<file path="config.mk">
export PLATFORM = sky130hd
export DESIGN_NAME = sei_edge_irq_enable
export DESIGN_NICKNAME = d
export VERILOG_FILES = /design/src/logic/sei_pkg.sv /design/src/logic/sei_edge_irq_enable.sv
export SDC_FILE = /design/constraint.sdc
export NUM_CORES = 1
export LEC_CHECK = 0
export ABC_CLOCK_PERIOD_IN_PS = 2000
export BUFFER_PORTS_ARGS = -buffer_cell sky130_fd_sc_hd__buf_2
export CORE_ASPECT_RATIO = 2
export CORE_MARGIN = 4
export CORE_UTILIZATION = 45
export CTS_CLUSTER_SIZE = 10
export DETAILED_ROUTE_END_ITERATION = 6
export PLACE_DENSITY = 0.74
export SLEW_MARGIN = 25
export SYNTH_ARGS = -nofsm -noshare
export SYNTH_HDL_FRONTEND = slang
export SYNTH_SLANG_ARGS = --single-unit
</file>
<file path="constraint.sdc">
create_clock -name REF_CLK_I -period 2 [get_ports REF_CLK_I]
set_clock_uncertainty 0.05 [all_clocks]
set_input_delay 0.1 -clock REF_CLK_I [delete_from_list [all_inputs] [get_ports REF_CLK_I]]
set_output_delay 0.1 -clock REF_CLK_I [all_outputs]
set_load 0.05 [all_outputs]
</file>
<file path="src/logic/sei_pkg.sv">
// Package for the second-bank switch edge interrupt enable register.
// Assumes a single 25 MHz clock and a word-wide register access port.
package sei_pkg;
  localparam int           SEI_NUM_IN      = 6;
  localparam int           SEI_FLD_W       = 4;
  localparam int           SEI_REG_W       = 24;
  localparam int           SEI_ADDR_W      = 6;
  localparam logic [5:0]   SEI_REG_OFFSET  = 6'h26;
  localparam logic [23:0]  SEI_REG_RESET   = 24'h000000;
  localparam int           SEI_SEL_A_LSB   = 0;
  localparam int           SEI_SEL_B_LSB   = 2;
  localparam int           SEI_FIRST_INPUT = 12;

  typedef enum logic [1:0] {
    SEI_EDGE_NONE = 2'b00,
    SEI_EDGE_RISE = 2'b01,
    SEI_EDGE_FALL = 2'b10,
    SEI_EDGE_BOTH = 2'b11
  } sei_edge_e;

  // Register access request from the serial host port
  typedef struct packed {
    logic                  wr;
    logic                  rd;
    logic [SEI_ADDR_W-1:0] addr;
    logic [SEI_REG_W-1:0]  wdata;
  } sei_req_s;

  // Comparator levels per input, one bit per threshold
  typedef struct packed {
    logic [SEI_NUM_IN-1:0] above_b;
    logic [SEI_NUM_IN-1:0] above_a;
  } sei_cmp_s;
endpackage : sei_pkg
</file>
<file path="src/logic/sei_edge_irq_enable.sv">
// Edge interrupt enable register for switch inputs 12 to 17 and its edge detectors.
// Assumes host port decoded upstream; comparator levels synchronous to REF_CLK_I.
//
// Operation
// - Inputs 17, 16, 15 use bits 23:20, 19:16, 15:12.
// - Inputs 14, 13, 12 use bits 11:8, 7:4, 3:0.
// - Low selector 00 disables threshold A; 01 flags rising crossing of A.
// - Low selector 10 flags falling crossing of A; 11 flags both.
// - High selector 00 disables threshold B; 01 flags rising crossing of B.
// - High selector 10 flags falling crossing of B; 11 flags both.
// - All fields read and write, reset to zero, nothing enabled.
// - Register sits at offset 26h, reset value zero.
`timescale 1ns/1ns
module sei_edge_irq_enable (
  input  wire logic                         REF_CLK_I,
  input  wire logic                         SYS_RST_I,
  input  wire sei_pkg::sei_req_s            REQ_I,
  input  wire sei_pkg::sei_cmp_s            CMP_I,
  output logic [sei_pkg::SEI_REG_W-1:0]     RDATA_O,
  output logic                              RVALID_O,
  output logic [sei_pkg::SEI_NUM_IN-1:0]    EVT_A_O,
  output logic [sei_pkg::SEI_NUM_IN-1:0]    EVT_B_O
);
  import sei_pkg::*;

  logic [SEI_REG_W-1:0]  enable_r;
  logic [SEI_REG_W-1:0]  enable_nxt;
  logic [SEI_NUM_IN-1:0] above_a_r;
  logic [SEI_NUM_IN-1:0] above_b_r;
  logic                  cmp_valid_r;
  logic [SEI_NUM_IN-1:0] evt_a_nxt;
  logic [SEI_NUM_IN-1:0] evt_b_nxt;
  logic                  hit;
  logic                  wr_hit;
  logic                  rd_hit;

  // Address decode
  assign hit        = (REQ_I.addr == SEI_REG_OFFSET);
  assign wr_hit     = REQ_I.wr && hit;
  assign rd_hit     = REQ_I.rd && hit;
  assign enable_nxt = wr_hit ? REQ_I.wdata : enable_r;

  always_ff @(posedge REF_CLK_I or posedge SYS_RST_I) begin
    if (SYS_RST_I) begin
      enable_r <= SEI_REG_RESET;
    end else begin
      enable_r <= enable_nxt;
    end
  end

  property p_reset_value;
    @(posedge REF_CLK_I)
      SYS_RST_I |=> enable_r == SEI_REG_RESET;
  endproperty
  a_reset_value: assert property (p_reset_value)
    else $error("enable register not cleared by reset");

  // Readback; unmapped offsets read zero
  always_ff @(posedge REF_CLK_I or posedge SYS_RST_I) begin
    if (SYS_RST_I) begin
      RDATA_O  <= '0;
      RVALID_O <= 1'b0;
    end else begin
      RVALID_O <= REQ_I.rd;
      RDATA_O  <= rd_hit ? enable_r : '0;
    end
  end

  property p_idle_read_quiet;
    @(posedge REF_CLK_I) disable iff (SYS_RST_I)
      !REQ_I.rd |=> !RVALID_O && RDATA_O == '0;
  endproperty
  a_idle_read_quiet: assert property (p_idle_read_quiet)
    else $error("read answer without a read");

  property p_miss_reads_zero;
    @(posedge REF_CLK_I) disable iff (SYS_RST_I)
      (REQ_I.rd && !hit) |=> RVALID_O && RDATA_O == '0;
  endproperty
  a_miss_reads_zero: assert property (p_miss_reads_zero)
    else $error("read of other offset returned data");

  // Previous comparator levels; first sample after reset raises nothing
  always_ff @(posedge REF_CLK_I or posedge SYS_RST_I) begin
    if (SYS_RST_I) begin
      above_a_r   <= '0;
      above_b_r   <= '0;
      cmp_valid_r <= 1'b0;
    end else begin
      above_a_r   <= CMP_I.above_a;
      above_b_r   <= CMP_I.above_b;
      cmp_valid_r <= 1'b1;
    end
  end

  property p_first_sample_quiet;
    @(posedge REF_CLK_I) disable iff (SYS_RST_I)
      !cmp_valid_r |=> EVT_A_O == '0 && EVT_B_O == '0;
  endproperty
  a_first_sample_quiet: assert property (p_first_sample_quiet)
    else $error("event raised from first sample after reset");

  property p_steady_quiet;
    @(posedge REF_CLK_I) disable iff (SYS_RST_I)
      (CMP_I.above_a == above_a_r && CMP_I.above_b == above_b_r)
        |=> EVT_A_O == '0 && EVT_B_O == '0;
  endproperty
  a_steady_quiet: assert property (p_steady_quiet)
    else $error("event raised without a crossing");

  // Per input edge qualification
  genvar gi;
  generate
    for (gi = 0; gi < SEI_NUM_IN; gi++) begin : g_in
      localparam int LSB = gi * SEI_FLD_W;
      wire [1:0] sel_a = enable_r[LSB+SEI_SEL_A_LSB +: 2];
      wire [1:0] sel_b = enable_r[LSB+SEI_SEL_B_LSB +: 2];
      wire rise_a = cmp_valid_r && CMP_I.above_a[gi] && !above_a_r[gi];
      wire fall_a = cmp_valid_r && !CMP_I.above_a[gi] && above_a_r[gi];
      wire rise_b = cmp_valid_r && CMP_I.above_b[gi] && !above_b_r[gi];
      wire fall_b = cmp_valid_r && !CMP_I.above_b[gi] && above_b_r[gi];
      // Bit 0 of a selector enables rising, bit 1 falling
      assign evt_a_nxt[gi] = (sel_a[0] && rise_a) || (sel_a[1] && fall_a);
      assign evt_b_nxt[gi] = (sel_b[0] && rise_b) || (sel_b[1] && fall_b);
    end
  endgenerate

  always_ff @(posedge REF_CLK_I or posedge SYS_RST_I) begin
    if (SYS_RST_I) begin
      EVT_A_O <= '0;
      EVT_B_O <= '0;
    end else begin
      EVT_A_O <= evt_a_nxt;
      EVT_B_O <= evt_b_nxt;
    end
  end

  // Checks
  property p_write_stores;
    @(posedge REF_CLK_I) disable iff (SYS_RST_I)
      wr_hit |=> enable_r == $past(REQ_I.wdata);
  endproperty
  a_write_stores: assert property (p_write_stores)
    else $error("enable register did not take write");

  property p_other_addr_keeps;
    @(posedge REF_CLK_I) disable iff (SYS_RST_I)
      (REQ_I.wr && !hit) |=> $stable(enable_r);
  endproperty
  a_other_addr_keeps: assert property (p_other_addr_keeps)
    else $error("write to other offset changed register");

  property p_readback;
    @(posedge REF_CLK_I) disable iff (SYS_RST_I)
      rd_hit |=> RVALID_O && RDATA_O == $past(enable_r);
  endproperty
  a_readback: assert property (p_readback)
    else $error("readback mismatch");

  property p_a_rise_17;
    @(posedge REF_CLK_I) disable iff (SYS_RST_I)
      (enable_r[21:20] == 2'b01 && cmp_valid_r && CMP_I.above_a[5] && !above_a_r[5])
        |=> EVT_A_O[5];
  endproperty
  a_a_rise_17: assert property (p_a_rise_17)
    else $error("input 17 rising A missed");

  property p_a_none;
    @(posedge REF_CLK_I) disable iff (SYS_RST_I)
      (enable_r[1:0] == 2'b00) |=> !EVT_A_O[0];
  endproperty
  a_a_none: assert property (p_a_none)
    else $error("input 12 A event while disabled");

  property p_a_fall_only;
    @(posedge REF_CLK_I) disable iff (SYS_RST_I)
      (enable_r[9:8] == 2'b10 && CMP_I.above_a[2] && !above_a_r[2]) |=> !EVT_A_O[2];
  endproperty
  a_a_fall_only: assert property (p_a_fall_only)
    else $error("falling-only selector fired on rise");

  property p_b_both_16;
    @(posedge REF_CLK_I) disable iff (SYS_RST_I)
      (enable_r[19:18] == 2'b11 && cmp_valid_r && CMP_I.above_b[4] != above_b_r[4])
        |=> EVT_B_O[4];
  endproperty
  a_b_both_16: assert property (p_b_both_16)
    else $error("input 16 B both-edge missed");

  property p_b_indep;
    @(posedge REF_CLK_I) disable iff (SYS_RST_I)
      (enable_r[7:6] == 2'b00 && enable_r[5:4] == 2'b01
        && cmp_valid_r && CMP_I.above_a[1] && !above_a_r[1]) |=> EVT_A_O[1] && !EVT_B_O[1];
  endproperty
  a_b_indep: assert property (p_b_indep)
    else $error("threshold selectors not independent");

  property p_a_fall_14;
    @(posedge REF_CLK_I) disable iff (SYS_RST_I)
      (enable_r[9:8] == 2'b10 && cmp_valid_r && !CMP_I.above_a[2] && above_a_r[2])
        |=> EVT_A_O[2];
  endproperty
  a_a_fall_14: assert property (p_a_fall_14)
    else $error("input 14 falling A missed");

  property p_a_both_12;
    @(posedge REF_CLK_I) disable iff (SYS_RST_I)
      (enable_r[1:0] == 2'b11 && cmp_valid_r && CMP_I.above_a[0] != above_a_r[0])
        |=> EVT_A_O[0];
  endproperty
  a_a_both_12: assert property (p_a_both_12)
    else $error("input 12 A both-edge missed");

  property p_b_none_15;
    @(posedge REF_CLK_I) disable iff (SYS_RST_I)
      (enable_r[15:14] == 2'b00) |=> !EVT_B_O[3];
  endproperty
  a_b_none_15: assert property (p_b_none_15)
    else $error("input 15 B event while disabled");

  property p_b_rise_16;
    @(posedge REF_CLK_I) disable iff (SYS_RST_I)
      (enable_r[19:18] == 2'b01 && cmp_valid_r && CMP_I.above_b[4] && !above_b_r[4])
        |=> EVT_B_O[4];
  endproperty
  a_b_rise_16: assert property (p_b_rise_16)
    else $error("input 16 rising B missed");

  property p_b_rise_only_16;
    @(posedge REF_CLK_I) disable iff (SYS_RST_I)
      (enable_r[19:18] == 2'b01 && !CMP_I.above_b[4] && above_b_r[4]) |=> !EVT_B_O[4];
  endproperty
  a_b_rise_only_16: assert property (p_b_rise_only_16)
    else $error("input 16 rising-only selector fired on fall");

  property p_b_fall_17;
    @(posedge REF_CLK_I) disable iff (SYS_RST_I)
      (enable_r[23:22] == 2'b10 && cmp_valid_r && !CMP_I.above_b[5] && above_b_r[5])
        |=> EVT_B_O[5];
  endproperty
  a_b_fall_17: assert property (p_b_fall_17)
    else $error("input 17 falling B missed");
endmodule // sei_edge_irq_enable

</file>
# == Word level (Yosys, flattened, before mapping) ==
# Cells that the tools add are included.
# word_totals
register_bits,74
latchBits,0
mem_bits_rw,0
rom_bits,0
input_bits,46
out_inout_bits,37
elab_cells,120
n_memories,0
# op_classes
n_addsub,0
n_mul,0
div,0
order_cmp,0
n_eq_ne,1
n_shift,0
n_mux,1
n_bitwise,0
n_reduce_logical,110
# op_table
op,n
logical AND 1 bit,74
zero test 1 bit,24
2-to-1 mux 24 bit,1
logical OR 1 bit,12
"== test 6 bit, second input constant",1

# == Longest topological paths before layout ==
# Gate-level depths: netlist of the first run.
# logic_depth
ltp_word,5
ltp_mapped,5

# == Worst setup path before layout of the first run ==
# No wires, ideal clock.
# synth_path
path_kind,input-to-reg
from,input REQ_I[28] in the netlist's numbering
to,register enable_r[0]
arrival_ns,1.060
required_ns,1.825
slack_ns,0.765
path_stages,5
path_buffers,2
cell_sequence,and4bb_1 and3_1 buf_6 buf_12 mux2_4
# synth_via
elab_chain_len,2
# synth_rtl
element,line,text
from (decl),sei_edge_irq_enable.sv:17,"input wire sei_pkg::sei_req_s REQ_I,"
== test 6 bit,sei_edge_irq_enable.sv:38,assign hit = (REQ_I.addr == SEI_REG_OFFSET);
logical AND 1 bit,sei_edge_irq_enable.sv:39,assign wr_hit = REQ_I.wr && hit;
to (signal assigned),sei_edge_irq_enable.sv:47,enable_r <= enable_nxt;
to (decl),sei_edge_irq_enable.sv:26,logic [SEI_REG_W-1:0] enable_r;
# No other way between the ends.
# A chain may end at the register's enable or synchronous reset.

# == Worst setup path in the final report of the first run ==
# layout_path
from,input REQ_I[30] in the netlist's numbering
to,register RDATA_O[9] in the netlist's numbering
# layout_via
elab_chain_len,2
# layout_rtl
element,line,text
logical AND 1 bit,sei_edge_irq_enable.sv:40,assign rd_hit = REQ_I.rd && hit;
2-to-1 mux 24 bit,sei_edge_irq_enable.sv:65,RDATA_O <= rd_hit ? enable_r : '0;
to (signal assigned),sei_edge_irq_enable.sv:65,
to (decl),sei_edge_irq_enable.sv:19,"output logic [sei_pkg::SEI_REG_W-1:0] RDATA_O,"
# No other way between the ends.

==> flow_metrics.tcl, run 1 <==
set metrics [dict create \
    io_pins 83 \
    drc 0 \
    cts-root-buf "clkbuf_16" \
    switching_share_pct 21.67 \
    cts_num_sinks 74 \
    maxCapViolations 0 \
    fillers 420 \
    antenna_found_initial 0 \
    tns_ps 0 \
    met1_usage_pct 17.18 \
    startpoint_type "input pin" \
    power.net_switching_w 0.0007591 \
    drt_iter0_drc 48 \
    reg2reg_slack_ps 1060 \
    r2r_end "EVT_A_O[0]$_DFF_PP0_" \
    drive_gt1_share_pct 39.68 \
    crit_start "REQ_I[30]" \
    clock.fmax_mhz 855.5 \
    avgSynthCellArea_um2 14.95 \
    synthCells 182 \
    hold_path_class "input pin to async pin" \
    diodes 0 \
    synth_flop_cell "dfrtp_1" \
    ir_worst_vdd_v 0.0006722 \
    nets 356 \
    post_cts_buffers 0 \
    dp_hpwl_um 3503 \
    p_clk_share_pct 43.5 \
    yosysTopAreaCellShare_pct 68.05 \
    grt_pass1_wl_um 8949 \
    intPower_w 0.002744 \
    vias 1765 \
    period_share_pct 58.45 \
    ys_top_cells_by_count "dfrtp_1 (74), and2_1 (36), mux2_4 (20)" \
    seqPwrFrac_pct 47.1 \
    clkTransAtPathRegs_ps 50 \
    wire_per_inst_um 14.35 \
    busiest_layer "met2" \
    core_um2 5807 \
    row_count 39 \
    synth_edf_count 0 \
    die_area_um2 7431 \
    syn_area_um2 2721 \
    fin_total_pwr_w 0.003503 \
    crit_fanout 24 \
    cp.required_ps 2210 \
    finalCriticalPeriod_ps 1169 \
    async_flop_share_pct 100.0 \
    status "finished, final reports clean" \
    p_leak_nw 2.005 \
    final.setup.worst_slack_ps 831.1 \
    die_x_um 62.99 \
    post_cts_resized 0 \
    powerDensity_nw_per_um2 907.8 \
    drt_wl_total_um 5395 \
    area_growth_syn_to_layout_pct 41.79 \
    htree_levels 3 \
    utilization_pct 66.45 \
    arrival_ps 1380 \
    combinationalPowerShare_pct 9.4 \
    yosysMostFrequentCell "dfrtp_1" \
    port_buffers 82 \
    rr_startpoint "cmp_valid_r$_DFF_PP0_" \
    overflow 0 \
    synth.area.top_cells "dfrtp_1 (68%), mux2_4 (11%), and2_1 (8.3%), nand3b_1 (3.0%), o21ai_0 (2.0%)" \
    grtUsageMet3_pct 3.152 \
    pre_cts_ws_ps 596.5 \
    clk_path_buf_depth 2 \
    drv_slew 0 \
    seq_area_frac_synth_pct 68.05 \
    cts_buffers 9 \
    cts_tree "built" \
    yosys.area.top_type "dfrtp_1" \
    first_pass_iters 4 \
    grt_setup_unrepaired "false" \
    place_congestion 0.7998 \
    r2r.worst_path.cells 1 \
    grt_util_all_layers_pct 16.34 \
    clkLatencyLatePin_ps 330 \
    yosysUniqueCellTypes 17 \
    die_y_um 118.0 \
    met2_usage_pct 28.13 \
    ant_nets 0 \
    seqCellArea_um2 1852 \
    grt_pass1_vias 1864 \
    synth_nets 228 \
    yosys_warnings 0 \
    critical_path_class "input pin to register" \
    multi_input_area_um2 804.5 \
    hold_viol 0 \
    ys_ff_latch 74 \
    via_per_inst 4.694 \
    start_util_pct 46.86 \
    finalSetupViolCount 0 \
    end_kind "register" \
    grt_start_max_net_pins 29 \
]
layout make-up:
class,instances,area share (%)
well taps,61,1.978
multi-input cells,101,20.85
clock buffers,13,6.226
flip-flops and latches,74,47.99
repair buffers,123,21.73
clock inverters,3,1.038
inverters,1,0.1946
sequential cells by signal (all words and copies together) (netlist names):
name and flops:
EVT_A_O 6, enable_r 24, EVT_B_O 6, cmp_valid_r 1, above_b_r 6, above_a_r 6
RVALID_O 1, RDATA_O 24
how the worst max path moves through the flow:
stage          slack, ps  cells after the start                       to
2_1_floorplan        760                      5  enable_r[0]$_DFFE_PP0P_
3_3_place_gp         610                      5  enable_r[6]$_DFFE_PP0P_
3_5_place_dp         600                      5  enable_r[4]$_DFFE_PP0P_
4_1_cts              880                      4     RDATA_O[3]$_DFF_PP0_
5_1_grt              770                      4     RDATA_O[9]$_DFF_PP0_
6_report             830                      4     RDATA_O[9]$_DFF_PP0_
what timing repair did:
| item | CTS | global route |
|---|---|---|
| endpoints found under the setup margin | 0 | 0 |
| endpoints found under the hold margin | 56 | 0 |
| hold buffers | 38 | 0 |
cells in the final DEF, fill, tap and decap left out:
| cell | Yosys | routed |
|---|---|---|
| conb_1 | 1 | 1 |
| o22ai_1 | 1 | 1 |
| clkinv_2 | 0 | 2 |
| buf_12 | 2 | 2 |
| buf_2 | 0 | 82 |
| mux2_2 | 4 | 4 |
| mux2_4 | 20 | 20 |
| dfrtp_1 | 74 | 74 |
| and4bb_1 | 1 | 1 |
| bufinv_16 | 0 | 1 |
| dlygate4sd3_1 | 0 | 38 |
| clkbuf_1 | 3 | 4 |
| nand3b_1 | 11 | 11 |
| and3_2 | 1 | 2 |
| clkinvlp_4 | 0 | 1 |
| clkbuf_16 | 0 | 9 |
| nand2_1 | 13 | 13 |
| and2b_4 | 1 | 1 |
| and2_1 | 36 | 36 |
| o21ai_0 | 11 | 11 |
| buf_4 | 0 | 1 |
worst max-delay path, stage by stage:
cell	delay [ps]
dlygate4sd3_1	550
buf_2	120
and3_2	420
and2_1	190
metal layers:
metal | wire [um] | up-vias | part of all wire, %
met3 | 210 | 9 | 3.9
met5 | 0 | - | 0
met2 | 2992 | 43 | 55
met1 | 2026 | 859 | 38
li1 | - | 854 | -
met4 | 166 | 0 | 3.1
power by group through the flow:
stage	Sequential [W]	Clock [W]	Combinational, W
final	0.00165	0.00152	0.000330
after floorplan	0.00170	0	0.000145
after global routing	0.00166	0.00161	0.000361
after global placement	0.00167	0	0.000267
after CTS	0.00165	0.00155	0.000334
after detailed placement	0.00167	0	0.000274
logic make-up (layout without fill, tap and decap cells):
logic type,after synthesis,count (layout),synth area share (%)
flops,74,74,68.05
simple gates,64,64,14.44
mux,24,24,12.69
compound gates,12,12,2.253
buf+inv,7,140,2.437
other cells,1,1,0.1378
per-stage QoR:
stage / std cells / hold slack [ps] / area [um2]
final: 376 / 282.2 / 3859
after global routing: 376 / 331.5 / 3859
after CTS: 376 / 292.5 / 3859
after detailed placement: 322 / 97.67 / 3198
after global placement: 322 / 89.72 / 3198
after floorplan: 182 / 81.43 / 2725
(Power assumes the default switching activity.)
==> run 2, diff against run 1 <==
Settings changed: ABC_CLOCK_PERIOD_IN_PS 2000 to 1000.
Clock period 2 ns to 1 ns, I/O delays scaled along.
==> run 2 against run 1 <==
Net effect: final cell count is 0.27% higher; global-route usage shrank 0.060 points; combinational power up 110%; sequential share of layout area shrank 2.5 points; worst hold slack improved by 21 ps; core utilization is 3.7 points higher; first-iteration DRC count up 60%; die area stayed put; sequential power rose by 100%.
==> flow_metrics.tcl, run 2 (synthesized netlist as in run 1, its figures left out) <==
set metrics [dict create \
    clk_path_buf_depth 2 \
    rr_startpoint "cmp_valid_r$_DFF_PP0_" \
    cpMaxStageDelayCell "dfrtp_1" \
    final_common_cell "dfrtp_1" \
    cts_tree "built" \
    start_util_pct 46.86 \
    finalCriticalPeriod_ps 997.1 \
    htree_levels 3 \
    die_area_um2 7431 \
    drive_gt1_share_pct 40.82 \
    max_stage_delay_ps 400 \
    ant_nets 0 \
    path_depth 1 \
    drt_wl_total_um 5673 \
    die_x_um 62.99 \
    r2r_end "EVT_B_O[5]$_DFF_PP0_" \
    cts-root-buf "clkbuf_16" \
    hold_viol 0 \
    startpoint_type "register" \
    post_cts_buffers 0 \
    via_per_inst 4.679 \
    min_from "REQ_I[31]" \
    drc 0 \
    cp_cell_sequence "buf_6" \
    area_growth_syn_to_layout_pct 49.75 \
    dpl-instance-area_um2 3206 \
    clkLatencyLatePin_ps 330 \
    end_kind "primary output" \
    clkTransAtPathRegs_ps 50 \
    antenna_found_initial 0 \
    min_to "enable_r[19]$_DFFE_PP0P_" \
    finalSetupViolCount 0 \
    dp_hpwl_um 3453 \
    grt_start_max_net_pins 75 \
    cts_num_sinks 74 \
    overflow 0 \
    worst-path-buf-inv 1 \
    fillers 371 \
    core_um2 5807 \
    nets 358 \
    row_count 39 \
    grt_util_all_layers_pct 16.27 \
    final.setup.worst_slack_ps 2.918 \
    grt_pass1_vias 1883 \
    reg2reg_slack_ps 90 \
    ir_worst_vdd_v 0.001304 \
    top_regs "RDATA_O: 24 flops, enable_r: 24 flops" \
    cpLargestDelayFamily "flip-flops" \
    drt_iter0_drc 77 \
    final_area_um2 4075 \
    grt_setup_unrepaired "true" \
    drv_slew 0 \
    crit_fanout 1 \
    arrival_ps 900 \
    period_share_pct 99.71 \
    maxCapViolations 0 \
    port_buffers 82 \
    place_congestion 0.7775 \
    final_cell_mix "dfrtp_1 (74), buf_2 (44), dlygate4sd3_1 (38)" \
    grt_pass1_wl_um 8901 \
    r2r.worst_path.cells 1 \
    io_pins 83 \
    die_y_um 118.0 \
    wire_per_inst_um 15.05 \
    cts_buffers 9 \
    pre_cts_ws_ps -335.2 \
    powerDensity_nw_per_um2 1684 \
    clock.fmax_mhz 1003 \
    p_leak_nw 2.040 \
    hold_depth 4 \
    diodes 0 \
    utilization_pct 70.18 \
    critical_path_class "register to primary output" \
    vias 1764 \
    first_pass_iters 4 \
    hold_path_class "input pin to register" \
    cp.required_ps 900 \
    status "finished, final reports clean" \
    hold_ws_ps 303.3 \
]
## run 2: layout make-up
cell class	count	area, um2	share of cell area, %
Inverter	1	7.507	0.1842
Tap cell	61	76.32	1.873
Clock buffer	12	256.5	6.294
Sequential cell	74	1852	45.44
Clock inverter	3	15.01	0.3684
Multi-Input combinational cell	101	819.5	20.11
Timing Repair Buffer	125	1049	25.73
## run 2: worst max path at each step
stage | from | end | slack, ps
after global routing | RDATA_O[12]$_DFF_PP0_ | RDATA_O[12] | -10
after CTS | RDATA_O[20]$_DFF_PP0_ | RDATA_O[20] | 0.6
after global placement | REQ_I[28] | enable_r[6]$_DFFE_PP0P_ | -310
after floorplan | REQ_I[28] | enable_r[0]$_DFFE_PP0P_ | -180
after detailed placement | REQ_I[28] | enable_r[6]$_DFFE_PP0P_ | -340
final | RDATA_O[12]$_DFF_PP0_ | RDATA_O[12] | 3
## run 2: timing repair
item                                    4_1_cts  5_1_grt
endpoints found under the setup margin       29       27
resized for setup                            33       38
pin swaps                                     0        2
gates cloned                                  0        1
hold buffers                                 38        0
endpoints found under the hold margin       111        0
## run 2: routing by layer
metal	up-vias	wire length [um]	global-route usage (%)
met5	-	0	0
met4	0	142	9.820
met3	8	309	4.967
met2	58	3126	27.66
met1	834	2094	17.24
li1	864	-	-
## run 2: metrics by stage
stage | total power, W | setup TNS (ps) | std cells
6_report | 0.006864 | 0 | 377
5_1_grt | 0.007120 | -29.67 | 377
4_1_cts | 0.006894 | 0 | 376
3_5_place_dp | 0.003901 | -11010 | 323
3_3_place_gp | 0.003880 | -9664 | 323
2_1_floorplan | 0.003690 | -3860 | 182
## run 2: power by group
part / internal [W] / total, W / switching [W]
combinational: 0.000419 / 0.000697 / 0.000278
sequential: 0.00318 / 0.00331 / 0.000126
clock: 0.00178 / 0.00286 / 0.00108
==> run 3, diff against run 2 <==
Settings changed: PLACE_DENSITY 0.74 to not set, PLACE_DENSITY_LB_ADDON set to 0.05.
==> run 3 against run 2 <==
Net effect: global-route usage hardly changed; worst hold slack better by 19 ps; combinational power is 2% lower; clock-buffer cell count is 1 higher; critical path type is now input pin to register; via count is 2.7% higher; worst setup slack hardly changed.
==> flow_metrics.tcl, run 3 (synthesized netlist as in run 1, its figures left out) <==
set metrics [dict create \
    status "finished, final reports clean" \
    fillers 421 \
    p_leak_nw 2.010 \
    cts-root-buf "clkbuf_16" \
    drive_gt1_share_pct 40.26 \
    arrival_ps 1160 \
    clkTransAtPathRegs_ps 50 \
    nets 357 \
    dp_hpwl_um 3516 \
    diodes 0 \
    htree_levels 3 \
    drt_wl_total_um 5657 \
    clkLatencyLatePin_ps 320 \
    crit_fanout 10 \
    hold_path_class "input pin to register" \
    io_pins 83 \
    cts_num_sinks 74 \
    finalSetupViolCount 0 \
    die_x_um 62.99 \
    grt_setup_unrepaired "true" \
    die_y_um 118.0 \
    cp.required_ps 1160 \
    drt_iter0_drc 63 \
    first_pass_iters 3 \
    clock.fmax_mhz 1003 \
    fin_total_pwr_w 0.006812 \
    multi_input_area_um2 808.3 \
    utilization_pct 69.08 \
    antenna_found_initial 0 \
    hold_viol 0 \
    drv_slew 0 \
    startpoint_type "input pin" \
    seqCellArea_um2 1853 \
    final_area_um2 4011 \
    pre_cts_ws_ps -335.5 \
    final_common_cell "dfrtp_1" \
    top_regs "RDATA_O: 24 flops, enable_r: 24 flops" \
    wire_per_inst_um 15.13 \
    grt_start_max_net_pins 75 \
    start_util_pct 46.86 \
    cts_buffers 9 \
    vias 1811 \
    tns_ps 0 \
    period_share_pct 99.74 \
    powerDensity_nw_per_um2 1698 \
    grt_pass1_wl_um 9218 \
    ant_nets 0 \
    final.setup.worst_slack_ps 2.624 \
    overflow 0 \
    port_buffers 82 \
    post_cts_buffers 0 \
    place_congestion 0.7294 \
    finalCriticalPeriod_ps 997.4 \
    dpl-instance-area_um2 3211 \
    grt_pass1_vias 1989 \
    via_per_inst 4.842 \
    core_um2 5807 \
    end_kind "register" \
    row_count 39 \
    final_cell_mix "dfrtp_1 (73), buf_2 (45), dlygate4sd3_1 (38)" \
    clk_path_buf_depth 2 \
    critical_path_class "input pin to register" \
    grt_util_all_layers_pct 16.23 \
    die_area_um2 7431 \
    maxCapViolations 0 \
    cts_tree "built" \
    ir_worst_vdd_v 0.001373 \
    area_growth_syn_to_layout_pct 47.40 \
    drc 0 \
]
==> run 3: what timing repair did <==
item,CTS,global route
endpoints found under the setup margin,30,17
cloned,0,1
endpoints found under the hold margin,111,0
resized for setup,31,25
hold buffers,38,0
==> run 3: critical path, stage by stage <==
cell	delay, ps
buf_2	90
and4bb_1	270
and3_4	250
buf_12	150
mux2_2	330
==> run 3: area by class of cell <==
type / instances / share of cell area (%)
inverters: 1 / 0.1871
repair buffers: 124 / 25.08
multi-input cells: 101 / 20.15
well taps: 61 / 1.903
clock buffers: 13 / 6.488
flip-flops and latches: 74 / 46.19
==> run 3: power breakdown <==
part           switching (W)  internal (W)
combinational       0.000274      0.000408
sequential          0.000129       0.00318
clock                0.00105       0.00177
==> run 3: worst paths after layout <==
kind / startpoint / end / slack [ps] / depth (start not counted)
max in group asynchronous: SYS_RST_I / cmp_valid_r$_DFF_PP0_ / 240 / 4
min: REQ_I[31] / enable_r[0]$_DFFE_PP0P_ / 320 / 4
min in group asynchronous: SYS_RST_I / above_b_r[4]$_DFF_PP0_ / 350 / 4
max: REQ_I[28] / enable_r[6]$_DFFE_PP0P_ / 3 / 5
min reg2reg: enable_r[3]$_DFFE_PP0P_ / RDATA_O[3]$_DFF_PP0_ / 460 / 1
max reg2reg: enable_r[7]$_DFFE_PP0P_ / EVT_B_O[1]$_DFF_PP0_ / 130 / 3
==> run 3: per-layer routing <==
layer	part of all wire (%)	vias up	track usage (%)
li1	-	858	-
met1	39	885	17.52
met2	54	56	27.73
met3	4.2	12	4.394
met4	2.9	0	9.544
met5	0	-	0
==> run 3: metrics by stage <==
step / std cells / hold WS [ps]
finish: 374 / 322.8
global placement: 322 / 117.8
global route: 374 / 323.3
detailed placement: 322 / 122.6
floorplan: 182 / 31.43
CTS: 373 / 308.4
